--- src/rtl/ucev_pkg.sv ---
// Constants for the uncore event counter block: register offsets,
// field positions, widths, reset values and counter-read indices.
// Assumes nothing; used by ucev_top, the checker and the bench.
package ucev_pkg;

    // Model register addresses of the six event registers and the two latency registers
    localparam logic [31:0] BUS_QUEUE_EVENT_0_OFS = 32'h000107cc;
    localparam logic [31:0] BUS_QUEUE_EVENT_1_OFS = 32'h000107cd;
    localparam logic [31:0] SNOOP_QUEUE_EVENT_0_OFS = 32'h000107ce;
    localparam logic [31:0] SNOOP_QUEUE_EVENT_1_OFS = 32'h000107cf;
    localparam logic [31:0] BUS_DATA_READY_EVENT_0_OFS = 32'h000107d0;
    localparam logic [31:0] BUS_DATA_READY_EVENT_1_OFS = 32'h000107d1;
    localparam logic [31:0] LATENCY_CONTROL_OFS = 32'h000107d2;
    localparam logic [31:0] LATENCY_COUNTER_OFS = 32'h000107d3;

    // Register geometry
    localparam int REG_W = 64;
    localparam int HALF_W = 32;
    localparam int NUM_EVENT_REGS = 6;
    localparam int NUM_REGS = 8;
    localparam int LATENCY_CTL_IDX = 6;
    localparam int LATENCY_CNT_IDX = 7;

    // Field positions inside a paired event register
    localparam int QUAL_LSB = 32;
    localparam int QUAL_MSB = 63;
    localparam int COUNT_LSB = 0;
    localparam int COUNT_MSB = 31;

    // Latency control enable bit
    localparam int LATENCY_EN_BIT = 26;

    // Counter-read instruction index window
    localparam logic [31:0] PMC_FIRST_INDEX = 32'h00000012;
    localparam logic [31:0] PMC_LAST_INDEX = 32'h00000019;

    // Reset values
    localparam logic [31:0] QUAL_RESET = 32'h00000000;
    localparam logic [31:0] COUNT_RESET = 32'h00000000;
    localparam logic [63:0] LATENCY_CTL_RESET = 64'h0000000000000000;
    localparam logic [63:0] LATENCY_CNT_RESET = 64'h0000000000000000;

    // Default width of the per-cycle latency weight
    localparam int LATENCY_WEIGHT_W = 8;

endpackage

--- src/rtl/ucev_top.sv ---
// Uncore event counters: six paired qualification/counter registers,
// a latency control register and a 64-bit latency accumulator, reached
// by model register reads and writes and by the counter-read port.
// Both ports answer exactly one cycle after a request and never stall;
// an unmapped address or an out-of-range index returns a fault and zero.
// The counter-read port sees only the low words; its upper result is zero.
// Assumes event sources deliver one-cycle qualified strobes, already
// filtered with the qualification fields this block drives out.
//
// Functional notes
// - Lower halves of the six event registers count 32-bit.
// - Counter-read indices 18 to 25 select registers.
// - Counter-read upper result is always zero.
// - Four classes: bus queue, snoop, ready, latency.
// - Two bus queue registers, qualifier over counter.
// - Bus queue counter idle until qualifier non-zero.
// - Two snoop queue registers, same split.
// - Snoop counter starts after non-zero qualifier write.
// - Two data-ready registers, qualifier over counter.
// - Data-ready counter starts after non-zero qualifier.
// - Latency sums weighted cycles of queued transactions.
// - Latency enable bit 26 turns accumulation on.
// - Clearing bit 26 freezes the latency sum.
// - Latency counter is a full 64-bit register.
`timescale 1ns/1ps
module ucev_top #(
    parameter int WEIGHT_W = ucev_pkg::LATENCY_WEIGHT_W
) (
    input wire logic i_clk,
    input wire logic i_arst_n,
    input wire logic i_msr_wr,
    input wire logic i_msr_rd,
    input wire logic [31:0] i_msr_addr,
    input wire logic [63:0] i_msr_wdata,
    output logic [63:0] o_msr_rdata,
    output logic o_msr_ack,
    output logic o_msr_fault,
    input wire logic i_pmc_rd,
    input wire logic [31:0] i_pmc_index,
    output logic [31:0] o_pmc_lower,
    output logic [31:0] o_pmc_upper_result,
    output logic o_pmc_ack,
    output logic o_pmc_fault,
    input wire logic [1:0] i_inner_bus_request_queue_hit,
    input wire logic [1:0] i_inner_snoop_queue_hit,
    input wire logic [1:0] i_external_bus_data_ready_hit,
    input wire logic [WEIGHT_W-1:0] i_latency_weight,
    output logic [191:0] o_event_qual,
    output logic [5:0] o_event_active,
    output logic [63:0] o_latency_control,
    output logic o_latency_active
);

    // Decoded register index of an address, with a hit flag
    // Bit 3 flags a hit; bits 2:0 number the registers in address order
    function automatic logic [3:0] decode_addr(input logic [31:0] addr);
        logic [3:0] res;
        res = 4'h0;
        unique case (addr)
            ucev_pkg::BUS_QUEUE_EVENT_0_OFS: res = 4'h8;
            ucev_pkg::BUS_QUEUE_EVENT_1_OFS: res = 4'h9;
            ucev_pkg::SNOOP_QUEUE_EVENT_0_OFS: res = 4'ha;
            ucev_pkg::SNOOP_QUEUE_EVENT_1_OFS: res = 4'hb;
            ucev_pkg::BUS_DATA_READY_EVENT_0_OFS: res = 4'hc;
            ucev_pkg::BUS_DATA_READY_EVENT_1_OFS: res = 4'hd;
            ucev_pkg::LATENCY_CONTROL_OFS: res = 4'he;
            ucev_pkg::LATENCY_COUNTER_OFS: res = 4'hf;
            default: res = 4'h0;
        endcase
        return res;
    endfunction

    // Address decode for the model register port
    logic [3:0] wr_dec;
    logic [3:0] rd_dec;
    logic wr_hit;
    logic rd_hit;
    logic [2:0] wr_idx;
    logic [2:0] rd_idx;
    logic [7:0] wr_sel;

    assign wr_dec = decode_addr(i_msr_addr);
    assign rd_dec = wr_dec;
    assign wr_hit = i_msr_wr && wr_dec[3];
    assign rd_hit = i_msr_rd && rd_dec[3];
    assign wr_idx = wr_dec[2:0];
    assign rd_idx = rd_dec[2:0];

    // One write select per register; full 64-bit writes only
    always_comb
    begin
        wr_sel = 8'h00;
        if (wr_hit)
        begin
            wr_sel[wr_idx] = 1'b1;
        end
    end

    // Event strobes gathered in address order
    // Strobes arrive pre-qualified by the sources from o_event_qual
    logic [5:0] event_hit;

    assign event_hit = {i_external_bus_data_ready_hit, i_inner_snoop_queue_hit, i_inner_bus_request_queue_hit};

    // Per-register qualification halves and counter halves
    logic [31:0] qual_r [0:5];
    logic [31:0] qual_nxt [0:5];
    logic [5:0] active_r;
    logic [5:0] active_nxt;
    logic [31:0] count_q [0:5];

    genvar g;
    generate
        for (g = 0; g < ucev_pkg::NUM_EVENT_REGS; g++)
        begin : g_event
            // Upper half holds qualification and enable control
            always_comb
            begin
                qual_nxt[g] = qual_r[g];
                if (wr_sel[g])
                begin
                    qual_nxt[g] = i_msr_wdata[ucev_pkg::QUAL_MSB:ucev_pkg::QUAL_LSB];
                end
            end

            // Counting runs while any qualification bit is set
            always_comb
            begin
                active_nxt[g] = |qual_nxt[g];
            end

            // Qualification and activity registers
            always_ff @(posedge i_clk or negedge i_arst_n)
            begin
                if (!i_arst_n)
                begin
                    qual_r[g] <= ucev_pkg::QUAL_RESET;
                    active_r[g] <= 1'b0;
                end
                else
                begin
                    qual_r[g] <= qual_nxt[g];
                    active_r[g] <= active_nxt[g];
                end
            end

            // A software write in the same cycle as a strobe wins; that strobe is dropped
            // Lower half is a 32-bit counter stepping once per strobe
            ucev_count32 #(
                .W(ucev_pkg::HALF_W)
            ) u_count (
                .i_clk(i_clk),
                .i_arst_n(i_arst_n),
                .i_load(wr_sel[g]),
                .i_load_value(i_msr_wdata[ucev_pkg::COUNT_MSB:ucev_pkg::COUNT_LSB]),
                .i_step(active_r[g] && event_hit[g]),
                .o_count(count_q[g])
            );

            assign o_event_qual[g*32 +: 32] = qual_r[g];
        end
    endgenerate

    assign o_event_active = active_r;

    // Latency control register; only the enable bit steers logic
    // The other bits are kept so software reads back what it wrote
    logic [63:0] lat_ctl_r;
    logic [63:0] lat_ctl_nxt;
    logic lat_en_r;
    logic lat_en_nxt;

    always_comb
    begin
        lat_ctl_nxt = lat_ctl_r;
        if (wr_sel[ucev_pkg::LATENCY_CTL_IDX])
        begin
            lat_ctl_nxt = i_msr_wdata;
        end
        lat_en_nxt = lat_ctl_nxt[ucev_pkg::LATENCY_EN_BIT];
    end

    // Latency control and enable registers
    always_ff @(posedge i_clk or negedge i_arst_n)
    begin
        if (!i_arst_n)
        begin
            lat_ctl_r <= ucev_pkg::LATENCY_CTL_RESET;
            lat_en_r <= 1'b0;
        end
        else
        begin
            lat_ctl_r <= lat_ctl_nxt;
            lat_en_r <= lat_en_nxt;
        end
    end

    assign o_latency_control = lat_ctl_r;
    assign o_latency_active = lat_en_r;

    // Weighted latency sum, frozen while enable is clear
    logic [63:0] lat_cnt_q;

    ucev_latency_acc #(
        .CW(ucev_pkg::REG_W),
        .WW(WEIGHT_W)
    ) u_latency (
        .i_clk(i_clk),
        .i_arst_n(i_arst_n),
        .i_load(wr_sel[ucev_pkg::LATENCY_CNT_IDX]),
        .i_load_value(i_msr_wdata),
        .i_enable(lat_en_r),
        .i_weight(i_latency_weight),
        .o_count(lat_cnt_q)
    );

    // Read data of every register in address order
    logic [63:0] reg_view [0:7];

    always_comb
    begin
        for (int k = 0; k < ucev_pkg::NUM_EVENT_REGS; k++)
        begin
            reg_view[k] = {qual_r[k], count_q[k]};
        end
        reg_view[ucev_pkg::LATENCY_CTL_IDX] = lat_ctl_r;
        reg_view[ucev_pkg::LATENCY_CNT_IDX] = lat_cnt_q;
    end

    // Read data of a mapped register; zero on a miss or a write
    logic [63:0] msr_view;

    always_comb
    begin
        msr_view = 64'h0000000000000000;
        if (rd_hit)
        begin
            msr_view = reg_view[rd_idx];
        end
    end

    // Model register read answer, one cycle after the request
    logic [63:0] msr_rdata_r;
    logic [63:0] msr_rdata_nxt;
    logic msr_ack_r;
    logic msr_ack_nxt;
    logic msr_fault_r;
    logic msr_fault_nxt;

    always_comb
    begin
        msr_rdata_nxt = msr_view;
        msr_ack_nxt = i_msr_rd || i_msr_wr;
        msr_fault_nxt = (i_msr_rd && !rd_hit) || (i_msr_wr && !wr_hit);
    end

    // Model register answer registers
    always_ff @(posedge i_clk or negedge i_arst_n)
    begin
        if (!i_arst_n)
        begin
            msr_rdata_r <= 64'h0000000000000000;
            msr_ack_r <= 1'b0;
            msr_fault_r <= 1'b0;
        end
        else
        begin
            msr_rdata_r <= msr_rdata_nxt;
            msr_ack_r <= msr_ack_nxt;
            msr_fault_r <= msr_fault_nxt;
        end
    end

    assign o_msr_rdata = msr_rdata_r;
    assign o_msr_ack = msr_ack_r;
    assign o_msr_fault = msr_fault_r;

    // Counter-read index window and register selection
    logic pmc_in_range;
    logic [31:0] pmc_offset;
    logic [2:0] pmc_idx;

    assign pmc_in_range = (i_pmc_index >= ucev_pkg::PMC_FIRST_INDEX) &&
                          (i_pmc_index <= ucev_pkg::PMC_LAST_INDEX);
    assign pmc_offset = i_pmc_index - ucev_pkg::PMC_FIRST_INDEX;
    assign pmc_idx = pmc_offset[2:0];

    // Low word of the selected register; zero when refused so no stale count leaks
    logic [31:0] pmc_view;

    always_comb
    begin
        pmc_view = 32'h00000000;
        if (i_pmc_rd && pmc_in_range)
        begin
            pmc_view = reg_view[pmc_idx][ucev_pkg::COUNT_MSB:ucev_pkg::COUNT_LSB];
        end
    end

    // Counter-read answer: low 32 bits, upper result forced to zero
    logic [31:0] pmc_lower_r;
    logic [31:0] pmc_lower_nxt;
    logic [31:0] pmc_upper_r;
    logic [31:0] pmc_upper_nxt;
    logic pmc_ack_r;
    logic pmc_ack_nxt;
    logic pmc_fault_r;
    logic pmc_fault_nxt;

    always_comb
    begin
        pmc_lower_nxt = pmc_view;
        pmc_upper_nxt = 32'h00000000;
        pmc_ack_nxt = i_pmc_rd;
        pmc_fault_nxt = i_pmc_rd && !pmc_in_range;
    end

    // Counter-read answer registers
    always_ff @(posedge i_clk or negedge i_arst_n)
    begin
        if (!i_arst_n)
        begin
            pmc_lower_r <= 32'h00000000;
            pmc_upper_r <= 32'h00000000;
            pmc_ack_r <= 1'b0;
            pmc_fault_r <= 1'b0;
        end
        else
        begin
            pmc_lower_r <= pmc_lower_nxt;
            pmc_upper_r <= pmc_upper_nxt;
            pmc_ack_r <= pmc_ack_nxt;
            pmc_fault_r <= pmc_fault_nxt;
        end
    end

    assign o_pmc_lower = pmc_lower_r;
    assign o_pmc_upper_result = pmc_upper_r;
    assign o_pmc_ack = pmc_ack_r;
    assign o_pmc_fault = pmc_fault_r;

endmodule

--- src/rtl/ucev_count32.sv ---
// One wrapping event counter with a software load port.
// Assumes one-cycle qualified occurrence strobes on the clock.
`timescale 1ns/1ps
module ucev_count32 #(
    parameter int W = 32
) (
    input wire logic i_clk,
    input wire logic i_arst_n,
    input wire logic i_load,
    input wire logic [W-1:0] i_load_value,
    input wire logic i_step,
    output logic [W-1:0] o_count
);

    logic [W-1:0] count_r;
    logic [W-1:0] count_nxt;

    // Load from software wins; otherwise step by one and wrap freely
    always_comb
    begin
        count_nxt = count_r;
        if (i_load)
        begin
            count_nxt = i_load_value;
        end
        else if (i_step)
        begin
            count_nxt = count_r + W'(1);
        end
    end

    // Counter register
    always_ff @(posedge i_clk or negedge i_arst_n)
    begin
        if (!i_arst_n)
            count_r <= '0;
        else
            count_r <= count_nxt;
    end

    assign o_count = count_r;

endmodule

--- src/rtl/ucev_latency_acc.sv ---
// Weighted latency accumulator: adds a per-cycle weight while enabled.
// Assumes the weight is already the bus queue occupancy for this cycle.
`timescale 1ns/1ps
module ucev_latency_acc #(
    parameter int CW = 64,
    parameter int WW = 8
) (
    input wire logic i_clk,
    input wire logic i_arst_n,
    input wire logic i_load,
    input wire logic [CW-1:0] i_load_value,
    input wire logic i_enable,
    input wire logic [WW-1:0] i_weight,
    output logic [CW-1:0] o_count
);

    logic [CW-1:0] acc_r;
    logic [CW-1:0] acc_nxt;

    // Load wins; while disabled the sum is frozen as it stands
    always_comb
    begin
        acc_nxt = acc_r;
        if (i_load)
        begin
            acc_nxt = i_load_value;
        end
        else if (i_enable)
        begin
            acc_nxt = acc_r + CW'(i_weight);
        end
    end

    // Accumulator register
    always_ff @(posedge i_clk or negedge i_arst_n)
    begin
        if (!i_arst_n)
            acc_r <= '0;
        else
            acc_r <= acc_nxt;
    end

    assign o_count = acc_r;

endmodule

--- config.mk ---
export PLATFORM = sky130hd
export DESIGN_NAME = ucev_top
export DESIGN_NICKNAME = d
export VERILOG_FILES = /design/src/rtl/ucev_pkg.sv /design/src/rtl/ucev_top.sv /design/src/rtl/ucev_count32.sv /design/src/rtl/ucev_latency_acc.sv
export SDC_FILE = /design/constraint.sdc
export NUM_CORES = 2
export LEC_CHECK = 0
export ABC_AREA = 1
export BUFFER_PORTS_ARGS = -buffer_cell sky130_fd_sc_hd__buf_2
export CAP_MARGIN = 5
export CORE_MARGIN = 8
export CORE_UTILIZATION = 55
export DETAILED_ROUTE_END_ITERATION = 12
export PLACE_DENSITY = 0.77
export SLEW_MARGIN = 20
export SYNTH_ARGS = -nofsm -noshare
export SYNTH_HDL_FRONTEND = slang
export SYNTH_SLANG_ARGS = --single-unit
--- constraint.sdc ---
create_clock -name i_clk -period 3.4 [get_ports i_clk]
set_input_delay 0.68 -clock i_clk [delete_from_list [all_inputs] [get_ports i_clk]]
set_output_delay 0.68 -clock i_clk [all_outputs]
set_load 0.01 [all_outputs]
After elaboration in Yosys (flattened, before gate mapping)
Cells that the tools add are included.
- add/sub/neg operators: 8
- $lt $le $gt $ge: 6
- equal/unequal tests: 8
- mux-type cells: 32
- bitwise operators: 2
- reductions and logical operators: 32
- operator list (operator ; count):
    two-way mux 32 bit ; 21
    binary-select mux 64 bit (select 3 bit) ; 2
    two-way mux 64 bit ; 5
    equality test 32 x 17 -> 1 bit, second input constant ; 8
    adder 32 x 1 -> 32 bit, second input constant ; 6
    OR reduction 32 bit ; 6
    adder 64 x 8 -> 64 bit ; 1
    >= comparator 32 x 5 -> 1 bit, second input constant ; 1
    <= comparator 32 x 5 -> 1 bit, second input constant ; 1
    one-hot mux 4 bit (8 select lines) ; 1
    logical AND 1 bit ; 14
    nonzero test 2 bit ; 7
    >= comparator 4 bit, second input constant ; 2
    two-way mux 8 bit ; 1
    NOT 3 -> 4 bit ; 2
    < comparator 3 x 4 -> 1 bit, second input constant ; 1
    demux 1 bit (select 3 bit) ; 1
    >= comparator 3 x 1 -> 1 bit, second input constant ; 1
    zero test 1 bit ; 3
    subtractor 3 x 2 -> 3 bit, second input constant ; 1
    logical OR 1 bit ; 2
    two-way mux 1 bit ; 1
- bits in registers: 618
- input port bits: 147

Logic depth before layout (Yosys ltp)
- depth in word-level cells: 9
- depth in mapped cells: 19

Cells and area by module
Synthesis repeated with hierarchy kept, for this count alone.
- cell total of the unflattened synthesis: 5230
- area total of the unflattened synthesis: 38334.3 µm²
- by module, submodules not included (module ; times used ; cells each ; area each (µm²)):
    ucev_top ; 1 ; 2410 ; 19479.9
    ucev_count32 ; 6 ; 325 ; 2218.4
    ucev_latency_acc ; 1 ; 870 ; 5544.1

Worst setup path before layout
No wires, ideal clock.
- path type: input-to-reg
- start: input i_latency_weight[0]
- end: register u_latency.acc_r[62] (netlist: u_latency.o_count[62])
- library setup time: 121 ps
- arrival time: 2754 ps
- data required time: 3279 ps
- setup slack: 525 ps
- cell stages on the path: 14
- buffers on the path: 0
- cell sequence: ha_1 -> inv_1 -> fa_1 -> o21ai_0 -> nand2_1 -> nand2_1 -> nand2_1 -> nor2_1 -> nand2_1 -> nor2_1 -> nand2_1 -> xor2_1 -> nand2_1 -> nand2_1
- longest elaborated chain between the ends: 3
- RTL lines (what ; line ; text):
    start, declared ; ucev_top.sv:47 ; input wire logic [WEIGHT_W-1:0] i_latency_weight,
    adder 64 x 8 -> 64 bit ; ucev_latency_acc.sv:30 ; acc_nxt = acc_r + CW'(i_weight);
    two-way mux 64 bit ; ucev_latency_acc.sv:28 ; else if (i_enable)
    two-way mux 64 bit ; ucev_latency_acc.sv:24 ; if (i_load)
    end signal, assigned ; ucev_latency_acc.sv:40 ; acc_r <= acc_nxt;
    end, declared ; ucev_latency_acc.sv:17 ; logic [CW-1:0] acc_r;
No other way between the ends. The select of a mux whose other input is x is not followed.
A chain may end at the register's enable or synchronous reset.

Worst setup path in the final report
- start: register g_event[4].u_count.count_r[0]
- end: register g_event[4].u_count.count_r[28]
- longest elaborated chain between the ends: 3
- RTL lines (what ; line ; text):
    start, declared ; ucev_count32.sv:15 ; logic [W-1:0] count_r;
    start signal, assigned ; ucev_count32.sv:38 ; count_r <= count_nxt;
    adder 32 x 1 -> 32 bit ; ucev_count32.sv:28 ; count_nxt = count_r + W'(1);
    two-way mux 32 bit ; ucev_count32.sv:26 ; else if (i_step)
    two-way mux 32 bit ; ucev_count32.sv:22 ; if (i_load)
No other way between the ends. The select of a mux whose other input is x is not followed.

==> results.ini <==
[finish]
post_layout_nonfiller_instances=6495
final_nets=5718
layout.cells.most_common=sky130_fd_sc_hd__nand2_1
final_area_sq_um=43690
synthToLayoutAreaGrowth_pct=18.35
layout-drive-gt1-share=0.1526
layout.cells.most_common_list=sky130_fd_sc_hd__nand2_1, sky130_fd_sc_hd__inv_1, sky130_fd_sc_hd__dfrtp_1
postLayoutCoreUtil=0.6540
fill_cells=5941

[grt]
overflow=0
first_global_vias=40240
groute.usage.overall=0.5186
first_pass_grt_wire_length_microns=282900
grt_start_max_net_pins=128
antenna_found_initial=20

[route]
vias_per_cell=6.480
drt-initial-drc-count=6427
dr_wl_cell_microns=31.02
route.antenna.remaining_nets=0
drcViolationCount=0
detailedRoute.firstPassIterationCount=9
overall_via_count_from_detail_route=42090
route.final.wire_length_microns=201500

[worst_setup_path]
timing.critical_path.to_type=flip-flop
worst_ep_arrival_time_ns=3.69
cpMaxStageDelayCell=sky130_fd_sc_hd__nor4_1
cpMostUsedCell=sky130_fd_sc_hd__nand2_1
critical_path.startpoint_type=flip-flop
critical_path.max_stage_delay_ns=0.48
worst-path-max-fanout=6
cp_class=reg2reg
crit_path_leading_delay_family=simple AND/OR/NAND/NOR gates
critPathBufInv=1
crit_chain=ha_1 -> nand3_1 -> nor2_1 -> nand2_1 -> nor2_1 -> nand2_1 -> inv_1 -> nand4_1 -> nor4_1 -> or2_2 -> nand4_1 -> nand2_1
critical_path_required_ns=3.99
worst-r2r-setup-slack_ns=0.30

[timing]
maxSlewViolCount=0
rsz0062_at_grt=no
fin_skew_ns=0.02784
timing.final.setup_violations=0
finalWorstSetupSlack_ns=0.2990
worst_pin_slew_ns=1.148
hold_viol=0
slew_headroom=0.2339
achievable-frequency_mhz=322.5
post-route-period-util=0.9120
fin_crit_ns=3.101

[logic_synthesis]
synth_top_flop_cell=sky130_fd_sc_hd__dfrtp_1
yosysSeqAreaShare=0.4189
synthesis.instances=5039
synth.yosys.warnings=0
asyncSetResetFlopFracSynth=1.000
synth.ff_latch_count=618
synth-edff-count=0
synth.lib_cells_used.distinct=58
synth.avg_cell_area_sq_um=7.326
synthesis.area_sq_um=36910

[floorplanning]
floorplan.initialDensity=0.5526
fp.dieArea_sq_um=75660
floorplan.core_area_sq_um=66800
number_of_standard_cell_rows_in_the_floorplan=95
io_pins=542
die_y_microns=275.1
die_x_microns=275.1

[cts]
tritoncts.num_buffers=71
cts.sink_count=618
ctsRootBufferMaster=sky130_fd_sc_hd__clkbuf_16
cts.htree.levels=3
cts_repair_resize_count=0
clock_tree.buffer_depth=3
post-cts-setup-buffers=0
tritoncts=done
clk_pin_slew_ns=0.06
hold_buffers=0
insertion_delay_ns=0.66

[run]
cap_viol_max_count=0

[status]
status=completed

[power_and_ir_drop]
finalPower_mw=18.22
vdd_drop_max_v=0.0003631
power_per_cell_area_nw_per_um2=417.0
leakage_nw=21.64

[place]
placed_cells=6356
place_hpwl_microns=151900
gp_congestion=1.113
dpl_cell_area_sq_um=41300
number_of_i_o_port_buffers=509
dp_slack_ns=-0.06444

[hold_path]
hold_path_class=in2async

power by group:
group | switching [mW] | internal [mW] | total (mW) | leakage, nW
Combinational | 1.52 | 0.599 | 2.12 | 12.8
Sequential | 0.417 | 7.65 | 8.06 | 7.65
Clock | 3.43 | 4.61 | 8.04 | 1.17
Total | 5.37 | 12.9 | 18.2 | 21.6
synth_stat cells, drive strengths merged (2+ instances only):
master	instances	share of area
nand2	984	0.10
inv	712	0.072
nor2	629	0.066
dfrtp	618	0.42
a21oi	408	0.055
o21ai	305	0.041
nand3	197	0.028
xor2	181	0.043
clkbuf	162	0.016
buf	118	0.018
nor3	118	0.016
o221ai	107	0.025
o211ai	100	0.020
o22ai	93	0.016
nand4	69	0.013
a22oi	55	0.011
a211oi	30	0.0061
nor4	29	0.0051
o21a	29	0.0059
o2111ai	21	0.0050
ha	14	0.0047
xnor2	11	0.0026
clkinv	9	0.00092
o21bai	5	0.0010
or2	5	0.00085
a31o	4	0.00095
a31oi	4	0.00068
nand3b	4	0.00081
and3	3	0.00051
a21boi	2	0.00041
and2	2	0.00034
o31ai	2	0.00041
path summary, 6_finish.rpt:
path | endpoint | from | cells past startpoint
worst max-delay path | g_event[4].u_count.o_count[28]$_DFFE_PN0P_ | g_event[4].u_count.o_count[0]$_DFFE_PN0P_ | 12
worst min-delay path | g_event[3].u_count.o_count[7]$_DFFE_PN0P_ | i_arst_n | 1
worst max register to register | g_event[4].u_count.o_count[28]$_DFFE_PN0P_ | g_event[4].u_count.o_count[0]$_DFFE_PN0P_ | 12
worst min register to register | u_latency.o_count[63]$_DFFE_PN0P_ | u_latency.o_count[63]$_DFFE_PN0P_ | 2
max in group asynchronous | g_event[0].u_count.o_count[15]$_DFFE_PN0P_ | i_arst_n | 2
min in group i_clk | o_pmc_ack$_DFF_PN0_ | i_pmc_rd | 1
worst register-to-register path: stages (launching register included):
cell and delay, ns:
sky130_fd_sc_hd__dfrtp_1 0.44, sky130_fd_sc_hd__ha_1 0.20, sky130_fd_sc_hd__nand3_1 0.17, sky130_fd_sc_hd__nor2_1 0.30
sky130_fd_sc_hd__nand2_1 0.20, sky130_fd_sc_hd__nor2_1 0.24, sky130_fd_sc_hd__nand2_1 0.12, sky130_fd_sc_hd__inv_1 0.26
sky130_fd_sc_hd__nand4_1 0.26, sky130_fd_sc_hd__nor4_1 0.48, sky130_fd_sc_hd__or2_2 0.21, sky130_fd_sc_hd__nand4_1 0.08
sky130_fd_sc_hd__nand2_1 0.09
routing by layer:
metal / wire (microns) / track usage / share of wire
met2: 83090 / 0.7529 / 0.41
met4: 25890 / 0.5184 / 0.13
met5: 159 / 0 / 0.00079
met3: 28100 / 0.1886 / 0.14
met1: 64240 / 0.5754 / 0.32
per-stage QoR:
| step | TNS (ns) | hold slack [ns] |
|---|---|---|
| CTS | 0 | 0.06451 |
| floorplan | 0 | 0.3844 |
| finish | 0 | 0.04750 |
| detailed placement | -0.06444 | 0.5016 |
| global route | 0 | 0.06559 |
| global placement | 0 | 0.4914 |
cell families (layout without fill, tap and decap cells):
family | Yosys count | in the layout | synth area share
AND/OR/NAND/NOR | 2041 | 2041 | 0.2310
other | 1 | 45 | 0.0001016
flip-flops | 618 | 618 | 0.4189
adder cells (fa/ha/maj) | 15 | 15 | 0.005288
XOR/XNOR | 192 | 192 | 0.04555
buffers and inverters | 1001 | 1540 | 0.1079
multiplexers | 1 | 1 | 0.0003050
AO/OA/AOI/OAI | 1170 | 1170 | 0.1910
registers in the layout, summed over array words and instances, names as in the netlist:
register	count
o_pmc_fault	1
o_pmc_ack	1
o_msr_rdata	64
o_event_active	6
o_pmc_lower	32
o_event_qual	192
u_latency.o_count	64
o_msr_ack	1
o_latency_control	64
o_msr_fault	1
g_event.u_count.o_count	192
final cells by class:
type / instances / area (sq um) / share of cell area
clock buffer: 94 / 1953 / 0.04471
sequential: 618 / 15460 / 0.3540
timing repair buffer: 693 / 4392 / 0.1005
multi-input combinational: 3451 / 17650 / 0.4040
tap: 873 / 1092 / 0.02500
antenna: 13 / 32.53 / 0.0007446
inverter: 721 / 2708 / 0.06198
clock inverter: 32 / 397.9 / 0.009107
Note: power is estimated with default switching activity, not from simulation.
